<file path="src/hdl/vicp_map.svh">
// Register map, field positions, reset values and timing counts
`ifndef VICP_MAP_SVH
`define VICP_MAP_SVH
// ----------------------------------------------------------------
// Register offsets
// ----------------------------------------------------------------
`define VICP_OFS_INSEL 8'h00
`define VICP_OFS_FMT   8'h04
`define VICP_OFS_AGC   8'h08
`define VICP_OFS_PLLC  8'h0C
`define VICP_OFS_PLLF  8'h10
`define VICP_OFS_TGC   8'h14
`define VICP_OFS_STAT  8'h18
`define VICP_OFS_MASK  8'h1C
// ----------------------------------------------------------------
// Field positions
// ----------------------------------------------------------------
`define VICP_INSEL_SVID  2
`define VICP_PLLC_PRE    8
`define VICP_PLLC_POST   9
`define VICP_ST_LOF      0
`define VICP_ST_COF      1
`define VICP_ST_UNLOCK   2
`define VICP_ST_LOCK     4
`define VICP_ST_ONPLL    5
// ----------------------------------------------------------------
// Reset values and constants
// ----------------------------------------------------------------
`define VICP_RST_AGC_DLY 8'h20
`define VICP_RST_TOPREF  8'h80
`define VICP_RST_PLL_INT 6'h00
`define VICP_RST_PLL_FRC 16'h0000
`define VICP_AGC_TARGET  8'h38
`define VICP_ADC_FULL    8'hFF
// ----------------------------------------------------------------
// Timing
// ----------------------------------------------------------------
`define VICP_CLK_NS      10
`define VICP_GAP_NS      40
`define VICP_GAP_CYC     ((`VICP_GAP_NS + `VICP_CLK_NS - 1) / `VICP_CLK_NS)
`define VICP_CLAMP_DLY_NS 500
`define VICP_CLAMP_LEN_NS 2000
`define VICP_CLAMP_DLY ((`VICP_CLAMP_DLY_NS + `VICP_CLK_NS - 1) / `VICP_CLK_NS)
`define VICP_CLAMP_LEN (`VICP_CLAMP_LEN_NS / `VICP_CLK_NS)
`endif

</file>
<file path="src/hdl/vicp_pkg.sv">
// Types shared by the video input clock and PLL control block
package vicp_pkg;
  typedef logic [7:0] vicp_addr_t;
  typedef enum logic [2:0] {
    VICP_FMT_NTSC_M = 3'h0,
    VICP_FMT_NTSC_J = 3'h1,
    VICP_FMT_PAL    = 3'h2,
    VICP_FMT_PAL_M  = 3'h3,
    VICP_FMT_PAL_N  = 3'h4,
    VICP_FMT_SECAM  = 3'h5
  } vicp_fmt_t;
  typedef enum logic [1:0] {
    VICP_CS_XTAL  = 2'h0,
    VICP_CS_TOPLL = 2'h1,
    VICP_CS_PLL   = 2'h2,
    VICP_CS_TOXTL = 2'h3
  } vicp_csw_st_t;
endpackage

</file>
<file path="src/hdl/vicp_decim.sv">
// Low-pass filter and 2:1 decimator for one video channel
`timescale 1ns/1ps
`include "vicp_map.svh"
module vicp_decim (
  input  wire logic       mclk_i,    // Reference clock
  input  wire logic       rst_n_i,   // Async reset, low
  input  wire logic [7:0] smp_i,     // 8x rate sample
  input  wire logic       smp_vld_i, // Sample valid
  output logic      [7:0] dec_o,     // 4x rate filtered sample
  output logic            dec_vld_o  // Output valid pulse
);
  logic [7:0] x1_q, x2_q;
  logic       ph_q;
  logic [9:0] sum;

  // Binomial taps, rounded
  assign sum = 10'(smp_i) + {1'b0, x1_q, 1'b0} + 10'(x2_q) + 10'h002;

  always_ff @(posedge mclk_i or negedge rst_n_i) begin
    if (!rst_n_i) begin
      x1_q <= 8'h00;
      x2_q <= 8'h00;
      ph_q <= 1'b0;
    end else if (smp_vld_i) begin
      x1_q <= smp_i;
      x2_q <= x1_q;
      ph_q <= ~ph_q;
    end
  end

  always_ff @(posedge mclk_i or negedge rst_n_i) begin
    if (!rst_n_i) begin
      dec_o     <= 8'h00;
      dec_vld_o <= 1'b0;
    end else begin
      dec_vld_o <= smp_vld_i && ph_q;
      if (smp_vld_i && ph_q)
        dec_o <= sum[9:2];
    end
  end

  AST_DECIM_HALF: assert property (@(posedge mclk_i) disable iff (!rst_n_i)
    dec_vld_o |=> !dec_vld_o)
    else $error("decimator output twice in a row");
endmodule // vicp_decim

</file>
<file path="src/hdl/vicp_clksw.sv">
// Break-before-make switch between crystal and PLL clock paths
`timescale 1ns/1ps
`include "vicp_map.svh"
module vicp_clksw
  import vicp_pkg::*;
(
  input  wire logic mclk_i,    // Reference clock
  input  wire logic rst_n_i,   // Async reset, low
  input  wire logic use_pll_i, // Request PLL source
  output logic      xtal_en_o, // Crystal path enable
  output logic      pll_en_o,  // PLL path enable
  output logic      on_pll_o   // Switch settled on PLL
);
  vicp_csw_st_t st_q;
  logic [3:0]   gap_q;

  always_ff @(posedge mclk_i or negedge rst_n_i) begin
    if (!rst_n_i) begin
      st_q  <= VICP_CS_XTAL;
      gap_q <= 4'h0;
    end else begin
      // Count loaded one short: enable edge adds the last dead cycle
      case (st_q)
        VICP_CS_XTAL: if (use_pll_i) begin
          st_q  <= VICP_CS_TOPLL;
          gap_q <= 4'(`VICP_GAP_CYC - 1);
        end
        VICP_CS_TOPLL: if (gap_q <= 4'h1) st_q <= VICP_CS_PLL;
          else gap_q <= gap_q - 4'h1;
        VICP_CS_PLL: if (!use_pll_i) begin
          st_q  <= VICP_CS_TOXTL;
          gap_q <= 4'(`VICP_GAP_CYC - 1);
        end
        VICP_CS_TOXTL: if (gap_q <= 4'h1) st_q <= VICP_CS_XTAL;
          else gap_q <= gap_q - 4'h1;
        default: st_q <= VICP_CS_XTAL;
      endcase
    end
  end

  // Both paths off during the gap
  always_ff @(posedge mclk_i or negedge rst_n_i) begin
    if (!rst_n_i) begin
      xtal_en_o <= 1'b1;
      pll_en_o  <= 1'b0;
      on_pll_o  <= 1'b0;
    end else begin
      xtal_en_o <= (st_q == VICP_CS_XTAL) && !use_pll_i;
      pll_en_o  <= (st_q == VICP_CS_PLL) && use_pll_i;
      on_pll_o  <= (st_q == VICP_CS_PLL);
    end
  end

  AST_CLKSW_BBM: assert property (@(posedge mclk_i) disable iff (!rst_n_i)
    $fell(xtal_en_o) |-> !pll_en_o [*3])
    else $error("PLL path enabled without dead gap");
  COV_TO_PLL: cover property (@(posedge mclk_i) disable iff (!rst_n_i)
    $rose(pll_en_o));
endmodule // vicp_clksw

</file>
<file path="src/hdl/vicp_top.sv">
// Video input selection, gain loop, clamp, decimation and PLL control
// ----------------------------------------------------------------
// Functional notes
// - One of four analog inputs selected
// - Full-scale luma or chroma sets overflow flag
// - Reset loads every register default
// - Reset selects NTSC-M format
// - Gain loop drives back porch luma to 0x38
// - Clamp strobe within sync tip
// - Pixel clock from pre, multiplier, post dividers
// - Pre-divider halves, post-divider divides by six
// - Zero integer multiplier powers PLL down
// - Unlock flag reports out-of-lock condition
// - Sample at 8x, filter, decimate to 4x
// - Filter limits video bandwidth
// ----------------------------------------------------------------
//
// Our own choices: the plain strobed port and the address map.
`timescale 1ns/1ps
`include "vicp_map.svh"
module vicp_top
  import vicp_pkg::*;
(
  input  wire logic        mclk_i,       // Reference clock
  input  wire logic        rst_n_i,      // Async reset, low
  input  vicp_pkg::vicp_addr_t reg_addr_i, // Register address
  input  wire logic [31:0] reg_wdata_i,  // Write data
  input  wire logic        reg_we_i,     // Write strobe
  input  wire logic        reg_re_i,     // Read strobe
  output logic      [31:0] reg_rdata_o,  // Read data, next cycle
  input  wire logic        hsync_i,      // Sync tip active
  input  wire logic [7:0]  luma_smp_i,   // Luma A/D code
  input  wire logic [7:0]  chroma_smp_i, // Chroma A/D code
  input  wire logic        smp_vld_i,    // A/D sample valid
  input  wire logic        pll_locked_i, // Raw PLL lock, async
  output logic      [3:0]  mux_en_o,     // Input mux one-hot
  output logic             svideo_mode_o, // Input 3 is S-Video luma
  output vicp_pkg::vicp_fmt_t video_format_o, // Video standard
  output logic      [7:0]  top_ref_o,    // Converter top reference
  output logic             clamp_o,      // Clamp strobe
  output logic      [7:0]  chroma_clamp_lvl_o, // Chroma clamp level
  output logic             pll_pre_div2_o, // Reference / 2
  output logic             pll_post_div6_o, // Output / 6
  output logic      [5:0]  pll_int_o,    // Integer multiplier
  output logic      [15:0] pll_frac_o,   // Fractional multiplier
  output logic             pll_pwrdn_o,  // PLL shut down
  output logic             xtal_clk_en_o, // Crystal clock path
  output logic             pll_clk_en_o, // PLL clock path
  output logic      [7:0]  luma_dec_o,   // Decimated luma
  output logic      [7:0]  chroma_dec_o, // Decimated chroma
  output logic             dec_vld_o,    // Decimated valid
  output logic             irq_o         // Interrupt, level
);
  // ----------------------------------------------------------------
  // Register bus
  // ----------------------------------------------------------------
  logic [1:0]  in_sel_q;
  logic        svid_q;
  vicp_fmt_t   fmt_q;
  logic [7:0]  agc_dly_q;
  logic        pre_q, post_q;
  logic [5:0]  pll_int_q;
  logic [15:0] pll_frac_q;
  logic        tg_pll_q;
  logic [2:0]  st_q, mask_q, st_set;
  logic        lock_q, on_pll;
  logic [7:0]  top_ref_q;
  logic        wr_insel, wr_fmt, wr_agc, wr_pllc, wr_pllf;
  logic        wr_tgc, wr_stat, wr_mask;

  assign wr_insel = reg_we_i && reg_addr_i == `VICP_OFS_INSEL;
  assign wr_fmt   = reg_we_i && reg_addr_i == `VICP_OFS_FMT;
  assign wr_agc   = reg_we_i && reg_addr_i == `VICP_OFS_AGC;
  assign wr_pllc  = reg_we_i && reg_addr_i == `VICP_OFS_PLLC;
  assign wr_pllf  = reg_we_i && reg_addr_i == `VICP_OFS_PLLF;
  assign wr_tgc   = reg_we_i && reg_addr_i == `VICP_OFS_TGC;
  assign wr_stat  = reg_we_i && reg_addr_i == `VICP_OFS_STAT;
  assign wr_mask  = reg_we_i && reg_addr_i == `VICP_OFS_MASK;

  // Input select
  always_ff @(posedge mclk_i or negedge rst_n_i) begin
    if (!rst_n_i) begin
      in_sel_q <= 2'h0;
      svid_q   <= 1'b0;
    end else if (wr_insel) begin
      in_sel_q <= reg_wdata_i[1:0];
      svid_q   <= reg_wdata_i[`VICP_INSEL_SVID];
    end
  end

  always_ff @(posedge mclk_i or negedge rst_n_i) begin
    if (!rst_n_i) begin
      fmt_q <= VICP_FMT_NTSC_M;
    end else if (wr_fmt) begin
      fmt_q <= vicp_fmt_t'(reg_wdata_i[2:0]);
    end
  end

  always_ff @(posedge mclk_i or negedge rst_n_i) begin
    if (!rst_n_i) begin
      agc_dly_q <= `VICP_RST_AGC_DLY;
    end else if (wr_agc) begin
      agc_dly_q <= reg_wdata_i[7:0];
    end
  end

  // PLL divider and multiplier settings
  always_ff @(posedge mclk_i or negedge rst_n_i) begin
    if (!rst_n_i) begin
      pre_q      <= 1'b0;
      post_q     <= 1'b0;
      pll_int_q  <= `VICP_RST_PLL_INT;
      pll_frac_q <= `VICP_RST_PLL_FRC;
    end else begin
      if (wr_pllc) begin
        pre_q     <= reg_wdata_i[`VICP_PLLC_PRE];
        post_q    <= reg_wdata_i[`VICP_PLLC_POST];
        pll_int_q <= reg_wdata_i[5:0];
      end
      if (wr_pllf)
        pll_frac_q <= reg_wdata_i[15:0];
    end
  end

  always_ff @(posedge mclk_i or negedge rst_n_i) begin
    if (!rst_n_i) begin
      tg_pll_q <= 1'b0;
    end else if (wr_tgc) begin
      tg_pll_q <= reg_wdata_i[0];
    end
  end

  // Sticky status, set wins over write-one clear
  always_ff @(posedge mclk_i or negedge rst_n_i) begin
    if (!rst_n_i) begin
      st_q <= 3'h0;
    end else begin
      st_q <= (st_q & ~(wr_stat ? reg_wdata_i[2:0] : 3'h0)) | st_set;
    end
  end

  always_ff @(posedge mclk_i or negedge rst_n_i) begin
    if (!rst_n_i) begin
      mask_q <= 3'h0;
    end else if (wr_mask) begin
      mask_q <= reg_wdata_i[2:0];
    end
  end

  always_ff @(posedge mclk_i or negedge rst_n_i) begin
    if (!rst_n_i) begin
      reg_rdata_o <= 32'h0000_0000;
    end else if (reg_re_i) begin
      case (reg_addr_i)
        `VICP_OFS_INSEL: reg_rdata_o <= {29'h0, svid_q, in_sel_q};
        `VICP_OFS_FMT:   reg_rdata_o <= {29'h0, fmt_q};
        `VICP_OFS_AGC:   reg_rdata_o <= {16'h0, top_ref_q, agc_dly_q};
        `VICP_OFS_PLLC:  reg_rdata_o <= {22'h0, post_q, pre_q, 2'h0,
                                         pll_int_q};
        `VICP_OFS_PLLF:  reg_rdata_o <= {16'h0, pll_frac_q};
        `VICP_OFS_TGC:   reg_rdata_o <= {31'h0, tg_pll_q};
        `VICP_OFS_STAT:  reg_rdata_o <= {26'h0, on_pll,
                                         lock_q && !pll_pwrdn_o, 1'b0,
                                         st_q};
        `VICP_OFS_MASK:  reg_rdata_o <= {29'h0, mask_q};
        default:         reg_rdata_o <= 32'h0000_0000;
      endcase
    end
  end

  assign irq_o = |(st_q & mask_q);

  // ----------------------------------------------------------------
  // Input mux and PLL outputs
  // ----------------------------------------------------------------
  always_ff @(posedge mclk_i or negedge rst_n_i) begin
    if (!rst_n_i) begin
      mux_en_o        <= 4'h1;
      svideo_mode_o   <= 1'b0;
      video_format_o  <= VICP_FMT_NTSC_M;
    end else begin
      mux_en_o        <= 4'(4'h1 << in_sel_q);
      svideo_mode_o   <= svid_q;
      video_format_o  <= fmt_q;
    end
  end

  always_ff @(posedge mclk_i or negedge rst_n_i) begin
    if (!rst_n_i) begin
      pll_pre_div2_o  <= 1'b0;
      pll_post_div6_o <= 1'b0;
      pll_int_o       <= `VICP_RST_PLL_INT;
      pll_frac_o      <= `VICP_RST_PLL_FRC;
      pll_pwrdn_o     <= 1'b1;
    end else begin
      pll_pre_div2_o  <= pre_q;
      pll_post_div6_o <= post_q;
      pll_int_o       <= pll_int_q;
      pll_frac_o      <= pll_frac_q;
      pll_pwrdn_o     <= (pll_int_q == 6'h00);
    end
  end

  // ----------------------------------------------------------------
  // Lock synchroniser and events
  // ----------------------------------------------------------------
  logic lk1_q, lk2_q, lk3_q;

  always_ff @(posedge mclk_i or negedge rst_n_i) begin
    if (!rst_n_i) begin
      lk1_q  <= 1'b0;
      lk2_q  <= 1'b0;
      lk3_q  <= 1'b0;
      lock_q <= 1'b0;
    end else begin
      lk1_q <= pll_locked_i;
      lk2_q <= lk1_q;
      lk3_q <= lk2_q;
      if (lk2_q == lk3_q)
        lock_q <= lk3_q;
    end
  end

  always_comb begin
    st_set = 3'h0;
    st_set[`VICP_ST_LOF] = smp_vld_i && luma_smp_i == `VICP_ADC_FULL;
    st_set[`VICP_ST_COF] = smp_vld_i && chroma_smp_i == `VICP_ADC_FULL;
    st_set[`VICP_ST_UNLOCK] = lock_q && !lk3_q && !lk2_q;
  end

  // ----------------------------------------------------------------
  // Gain loop and clamp
  // ----------------------------------------------------------------
  logic       hs_q, bp_run_q, agc_take;
  logic [7:0] bp_cnt_q, sy_cnt_q;

  assign agc_take = bp_run_q && smp_vld_i && bp_cnt_q == agc_dly_q;

  always_ff @(posedge mclk_i or negedge rst_n_i) begin
    if (!rst_n_i) begin
      hs_q     <= 1'b0;
      bp_run_q <= 1'b0;
      bp_cnt_q <= 8'h00;
      sy_cnt_q <= 8'h00;
    end else begin
      hs_q <= hsync_i;
      if (hs_q && !hsync_i) begin
        bp_run_q <= 1'b1;
        bp_cnt_q <= 8'h00;
      end else if (agc_take || hsync_i) begin
        bp_run_q <= 1'b0;
      end else if (bp_run_q && smp_vld_i && bp_cnt_q != 8'hFF) begin
        bp_cnt_q <= bp_cnt_q + 8'h01;
      end
      if (!hsync_i)
        sy_cnt_q <= 8'h00;
      else if (sy_cnt_q != 8'hFF)
        sy_cnt_q <= sy_cnt_q + 8'h01;
    end
  end

  // Lower reference raises the code
  always_ff @(posedge mclk_i or negedge rst_n_i) begin
    if (!rst_n_i) begin
      top_ref_q <= `VICP_RST_TOPREF;
    end else if (agc_take) begin
      if (luma_smp_i > `VICP_AGC_TARGET && top_ref_q != 8'hFF)
        top_ref_q <= top_ref_q + 8'h01;
      else if (luma_smp_i < `VICP_AGC_TARGET && top_ref_q != 8'h00)
        top_ref_q <= top_ref_q - 8'h01;
    end
  end

  always_ff @(posedge mclk_i or negedge rst_n_i) begin
    if (!rst_n_i) begin
      clamp_o            <= 1'b0;
      top_ref_o          <= `VICP_RST_TOPREF;
      chroma_clamp_lvl_o <= 8'h40;
    end else begin
      clamp_o <= hsync_i && sy_cnt_q >= 8'(`VICP_CLAMP_DLY) &&
                 sy_cnt_q < 8'(`VICP_CLAMP_DLY + `VICP_CLAMP_LEN);
      top_ref_o          <= top_ref_q;
      chroma_clamp_lvl_o <= {1'b0, top_ref_q[7:1]};
    end
  end

  // ----------------------------------------------------------------
  // Decimation and clock switch
  // ----------------------------------------------------------------
  logic [7:0] ch_smp [2];
  logic [7:0] ch_dec [2];
  logic [1:0] ch_vld;

  assign ch_smp[0]    = luma_smp_i;
  assign ch_smp[1]    = chroma_smp_i;
  assign luma_dec_o   = ch_dec[0];
  assign chroma_dec_o = ch_dec[1];
  assign dec_vld_o    = ch_vld[0];

  for (genvar gi = 0; gi < 2; gi++) begin : g_ch
    vicp_decim u_decim (
      .mclk_i    (mclk_i),
      .rst_n_i   (rst_n_i),
      .smp_i     (ch_smp[gi]),
      .smp_vld_i (smp_vld_i),
      .dec_o     (ch_dec[gi]),
      .dec_vld_o (ch_vld[gi])
    );
  end

  vicp_clksw u_clksw (
    .mclk_i    (mclk_i),
    .rst_n_i   (rst_n_i),
    .use_pll_i (tg_pll_q),
    .xtal_en_o (xtal_clk_en_o),
    .pll_en_o  (pll_clk_en_o),
    .on_pll_o  (on_pll)
  );

  // ----------------------------------------------------------------
  // Checks
  // ----------------------------------------------------------------
  logic up_q;

  always_ff @(posedge mclk_i or negedge rst_n_i) begin
    if (!rst_n_i) up_q <= 1'b0;
    else up_q <= 1'b1;
  end

  AST_MUX_SEL: assert property (@(posedge mclk_i) disable iff (!rst_n_i)
    wr_insel |=> ##1 mux_en_o == 4'(4'h1 << $past(reg_wdata_i[1:0], 2)))
    else $error("mux does not follow selection");

  AST_LOF_SET: assert property (@(posedge mclk_i) disable iff (!rst_n_i)
    smp_vld_i && luma_smp_i == 8'hFF |=> st_q[0])
    else $error("luma overflow not flagged");

  AST_RST_DFLT: assert property (@(posedge mclk_i) disable iff (!rst_n_i)
    !up_q |-> fmt_q == VICP_FMT_NTSC_M && top_ref_q == 8'h80 &&
              pll_int_q == 6'h00 && st_q == 3'h0)
    else $error("register default wrong after reset");

  AST_FMT_NTSC: assert property (@(posedge mclk_i) disable iff (!rst_n_i)
    !up_q |=> video_format_o == VICP_FMT_NTSC_M)
    else $error("format not NTSC-M after reset");

  AST_AGC_DN: assert property (@(posedge mclk_i) disable iff (!rst_n_i)
    agc_take && luma_smp_i < 8'h38 && top_ref_q != 8'h00
    |=> top_ref_q == $past(top_ref_q) - 8'h01)
    else $error("gain loop did not lower reference");

  AST_CLAMP_TIP: assert property (@(posedge mclk_i) disable iff (!rst_n_i)
    clamp_o |-> $past(hsync_i))
    else $error("clamp outside sync tip");

  AST_PLL_DIV: assert property (@(posedge mclk_i) disable iff (!rst_n_i)
    wr_pllc |=> ##1 pll_pre_div2_o == $past(reg_wdata_i[8], 2) &&
                    pll_post_div6_o == $past(reg_wdata_i[9], 2))
    else $error("divider selects not applied");

  AST_PLL_OFF: assert property (@(posedge mclk_i) disable iff (!rst_n_i)
    wr_pllc && reg_wdata_i[5:0] == 6'h00 |=> ##1 pll_pwrdn_o)
    else $error("PLL not shut down on zero");

  AST_LOCK_OFF: assert property (@(posedge mclk_i) disable iff (!rst_n_i)
    reg_re_i && reg_addr_i == 8'h18 && pll_pwrdn_o |=> !reg_rdata_o[4])
    else $error("lock shown while PLL is off");

  COV_AGC: cover property (@(posedge mclk_i) disable iff (!rst_n_i)
    agc_take);
  COV_UNLOCK: cover property (@(posedge mclk_i) disable iff (!rst_n_i)
    st_set[2]);
  COV_IRQ: cover property (@(posedge mclk_i) disable iff (!rst_n_i)
    $rose(irq_o));
endmodule // vicp_top

</file>
<file path="config.mk">
export PLATFORM = sky130hd
export DESIGN_NAME = vicp_top
export DESIGN_NICKNAME = d
export VERILOG_FILES = /design/src/hdl/vicp_pkg.sv /design/src/hdl/vicp_decim.sv /design/src/hdl/vicp_clksw.sv /design/src/hdl/vicp_top.sv
export VERILOG_INCLUDE_DIRS = /design/src /design/src/hdl
export SDC_FILE = /design/constraint.sdc
export NUM_CORES = 1
export LEC_CHECK = 0
export BUFFER_PORTS_ARGS = -buffer_cell sky130_fd_sc_hd__buf_2
export CAP_MARGIN = 20
export CORE_MARGIN = 3
export CORE_UTILIZATION = 30
export CTS_CLUSTER_DIAMETER = 40
export DETAILED_ROUTE_END_ITERATION = 10
export GPL_ROUTABILITY_DRIVEN = 0
export PLACE_DENSITY_LB_ADDON = 0.25
export SLEW_MARGIN = 10
export SYNTH_ARGS = -nofsm -noshare
export SYNTH_HDL_FRONTEND = slang
export SYNTH_SLANG_ARGS = --single-unit
</file>
<file path="constraint.sdc">
create_clock -name mclk_i -period 3.3 [get_ports mclk_i]
set_clock_uncertainty 0.1 [all_clocks]
set_input_delay 0.66 -clock mclk_i [delete_from_list [all_inputs] [get_ports mclk_i]]
set_output_delay 0.66 -clock mclk_i [all_outputs]
set_load 0.02 [all_outputs]
</file>
==> results.py <==
metrics = {
    "critical_path": {
        "startpoint_type": "flop",
        "r2r_end": "top_ref_q[7]$_DFFE_PN1P_",
        "path_class": "reg2reg",
        "worstPathRequired_ns": 3.54,
        "regToRegStartpoint": "top_ref_q[7]$_DFFE_PN1P_",
        "reg2reg_depth": 9,
        "end_kind": "flop",
        "reg2reg_slack_ns": 0.18,
        "arrival_ns": 3.37,
        "path_max_fanout": 9,
    },
    "route": {
        "via_per_inst": 4.69,
        "dr.first_iter.drc_count": 281,
        "wl_per_cell_um": 15.9,
        "route.detailed.drc": 0,
        "routed-via-count": 6114,
        "drt-total-wl_um": 20700,
        "dr.pass1.iters": 5,
        "ant_nets": 0,
    },
    "global_route": {
        "grt_overflow": 0,
        "grt_pass1_wl_um": 34500,
        "antenna_found_initial": 1,
        "grt_max_degree": 73,
        "grtUsageTotal": 0.131,
        "grt_pass1_vias": 6297,
    },
    "clock_network": {
        "clockBufferDepth": 2,
        "cts.clk_slew.worst_paths_ns": 0.09,
        "ctsHoldBuffers": 0,
        "cts_root_buf": "clkbuf_16",
        "numCtsBuffers": 17,
        "cts_resized": 0,
        "htreeDepth": 4,
        "postCtsSetupRepairBufs": 0,
        "cts_sinks": 193,
        "tritoncts": "done",
        "clk_latency_ns": 0.44,
    },
    "timing": {
        "rsz0062_at_grt": "false",
        "fmax_ghz": 0.320,
        "slew_violations": 0,
        "hold_ws_ns": 0.118,
        "worst_pin_slew_ns": 0.671,
        "fin_ws_ns": 0.177,
        "fin_crit_ns": 3.12,
        "slew_headroom": 0.550,
        "setup_viol": 0,
        "timing.final.crit_share": 0.946,
        "hold_violations": 0,
    },
    "floorplanning": {
        "die_w_um": 180,
        "io_pins": 165,
        "die_area_um2": 32400,
        "core_um2": 29700,
        "rows": 63,
        "die_h_um": 180,
        "start_util": 0.306,
    },
    "placement": {
        "post_dp_cell_area_um2": 10300,
        "post-place-ws_ns": -0.0191,
        "post-dp-hpwl_um": 14900,
        "io_buffers": 131,
    },
    "pwr": {
        "vdd_drop_max_mv": 0.311,
        "power_density_nw_per_um2": 657,
        "leakage_uw": 0.00525,
    },
    "synth": {
        "async_reset_ff_frac": 1.00,
        "netlist_top_cells_area": "dfrtp_1 51%, mux2_2 8.8%, ha_1 4.8%",
        "synth_edf_count": 0,
        "synth.avg_cell_area_um2": 12.1,
        "yosysWarnings": 0,
        "ys_seq_area_frac": 0.532,
        "synth-seq-cells": 193,
        "synth_area_um2": 9090,
        "syn-instance-count": 751,
        "ys_types": 70,
        "synth_area_leader_cell": "dfrtp_1",
        "synth_top_cell_area_share": 0.515,
        "ys.flop_type": "dfrtp_1",
    },
    "final_layout": {
        "finalInstanceArea_um2": 10900,
        "antenna_cells": 0,
        "nNetsFinal": 1012,
        "synthToLayoutAreaGrowth_pct": 19.6,
        "drive_gt1_frac": 0.319,
    },
    "min_path": {
        "hold_class": "in2async",
    },
    "run": {
        "max_cap_viol_count": 0,
    },
    "outcome": {
        "status": "complete, no violations",
    },
}
-- cell usage in the layout (no fill, tap or decap), drive strengths merged, types with 8 or more instances in the layout --
cell    instances
nand2          47
ha             35
conb           17
xor2           11
a22oi          12
a21oi          14
nand4           9
and2            8
nor2           32
o22ai          18
mux2           81
fa             13
nor3           12
xnor2          21
buf           157
clkbuf         20
o21ai          30
nand3          22
dfrtp         187
inv            51
-- flip-flops by register name, summed over array words and instances, names as in the netlist, 4 cells and up --
register,flops
g_ch.u_decim.x2_q,16
top_ref_o,7
bp_cnt_q,8
g_ch.u_decim.x1_q,16
sy_cnt_q,8
u_clksw.gap_q,4
mux_en_o,4
g_ch.u_decim.dec_o,16
pll_int_o,6
pll_int_q,6
top_ref_q,8
pll_frac_o,16
pll_frac_q,16
reg_rdata_o,16
agc_dly_q,8
-- logic make-up (layout without fill, tap and decap cells) --
family,count (synthesis),count (layout),synth area share
AO/OA/AOI/OAI,131,131,0.102
XOR/XNOR,32,32,0.0308
adder cells (fa/ha/maj),49,49,0.0779
buffers and inverters,87,234,0.0473
flip-flops,193,193,0.532
multiplexers,84,84,0.108
other,1,17,0.000412
AND/OR/NAND/NOR,174,174,0.102
-- layout make-up --
cell class                 instances  area (um^2)
clock inverter                    13          180
sequential                       193         4840
inverter                          44          165
fill                            2961        18800
clock buffer                      19          443
tap                              390          488
multi-input combinational        487         3880
timing repair buffer             158          880
-- synthesized netlist by cell type (all sizes together) (3+ instances only) --
library cell / number
dfrtp: 187
mux2: 81
nand2: 47
inv: 44
ha: 35
nor2: 32
buf: 31
o21ai: 30
nand3: 22
xnor2: 21
o22ai: 18
a21oi: 14
fa: 13
a22oi: 12
clkbuf: 12
nor3: 12
xor2: 11
nand4: 9
and2: 8
a222oi: 7
nor2b: 7
a21o: 6
dfstp: 6
nor4: 6
o31ai: 6
a31oi: 5
or2: 5
or3: 5
and3: 4
o211a: 4
or4: 4
a32o: 3
mux2i: 3
nand3b: 3
nor3b: 3
o211ai: 3
o21a: 3
-- through the flow --
step | cells | total power (uW) | TNS, ns | util
after detailed placement | 1272 | 5050 | -0.0191 | 0.345
after global routing | 1304 | 7660 | 0 | 0.366
after global placement | 1272 | 5020 | 0 | 0.345
final | 1304 | 7150 | 0 | 0.366
after CTS | 1304 | 7270 | 0 | 0.366
after floorplan | 767 | 4420 | 0 | -
-- worst max-delay path by stage --
stage / startpoint / end / slack, ns / cells after the start
after floorplan: luma_smp_i[3] / top_ref_q[7]$_DFFE_PN1P_ / 0.20 / 9
after global placement: luma_smp_i[3] / top_ref_q[7]$_DFFE_PN1P_ / 0.003 / 10
after detailed placement: luma_smp_i[3] / top_ref_q[7]$_DFFE_PN1P_ / -0.02 / 10
after CTS: top_ref_q[7]$_DFFE_PN1P_ / top_ref_q[7]$_DFFE_PN1P_ / 0.18 / 9
after global routing: top_ref_q[7]$_DFFE_PN1P_ / top_ref_q[7]$_DFFE_PN1P_ / 0.003 / 9
final: top_ref_q[7]$_DFFE_PN1P_ / top_ref_q[7]$_DFFE_PN1P_ / 0.18 / 9
-- power by group --
part	leakage, uW	internal [uW]	total [uW]	switching (uW)
combinational	0.00245	840	2000	1160
sequential	0.00249	2720	2980	258
clock	0.000305	1120	2170	1050
total	0.00525	4680	7150	2470
-- metal layers --
layer  vias to the layer above  routed length (um)  GRT usage  share of wire
li1                       2944                   -          -              -
met1                      3021                9830      0.184           0.47
met2                       131                9640      0.207           0.47
met3                        16                 979     0.0323          0.047
met4                         2                 247     0.0301          0.012
met5                         -                  13          0        0.00063
-- worst max-delay path, cell delays in order, from the launching register on --
cell,delay [ns]
dfstp_2,0.66
nand4_1,0.11
or2_2,0.35
nand2_1,0.22
ha_1,0.27
a21oi_1,0.17
o211ai_1,0.19
o41ai_4,0.31
mux2i_1,0.12
or4b_1,0.54
No activity file was read; power rests on OpenSTA's default activity.
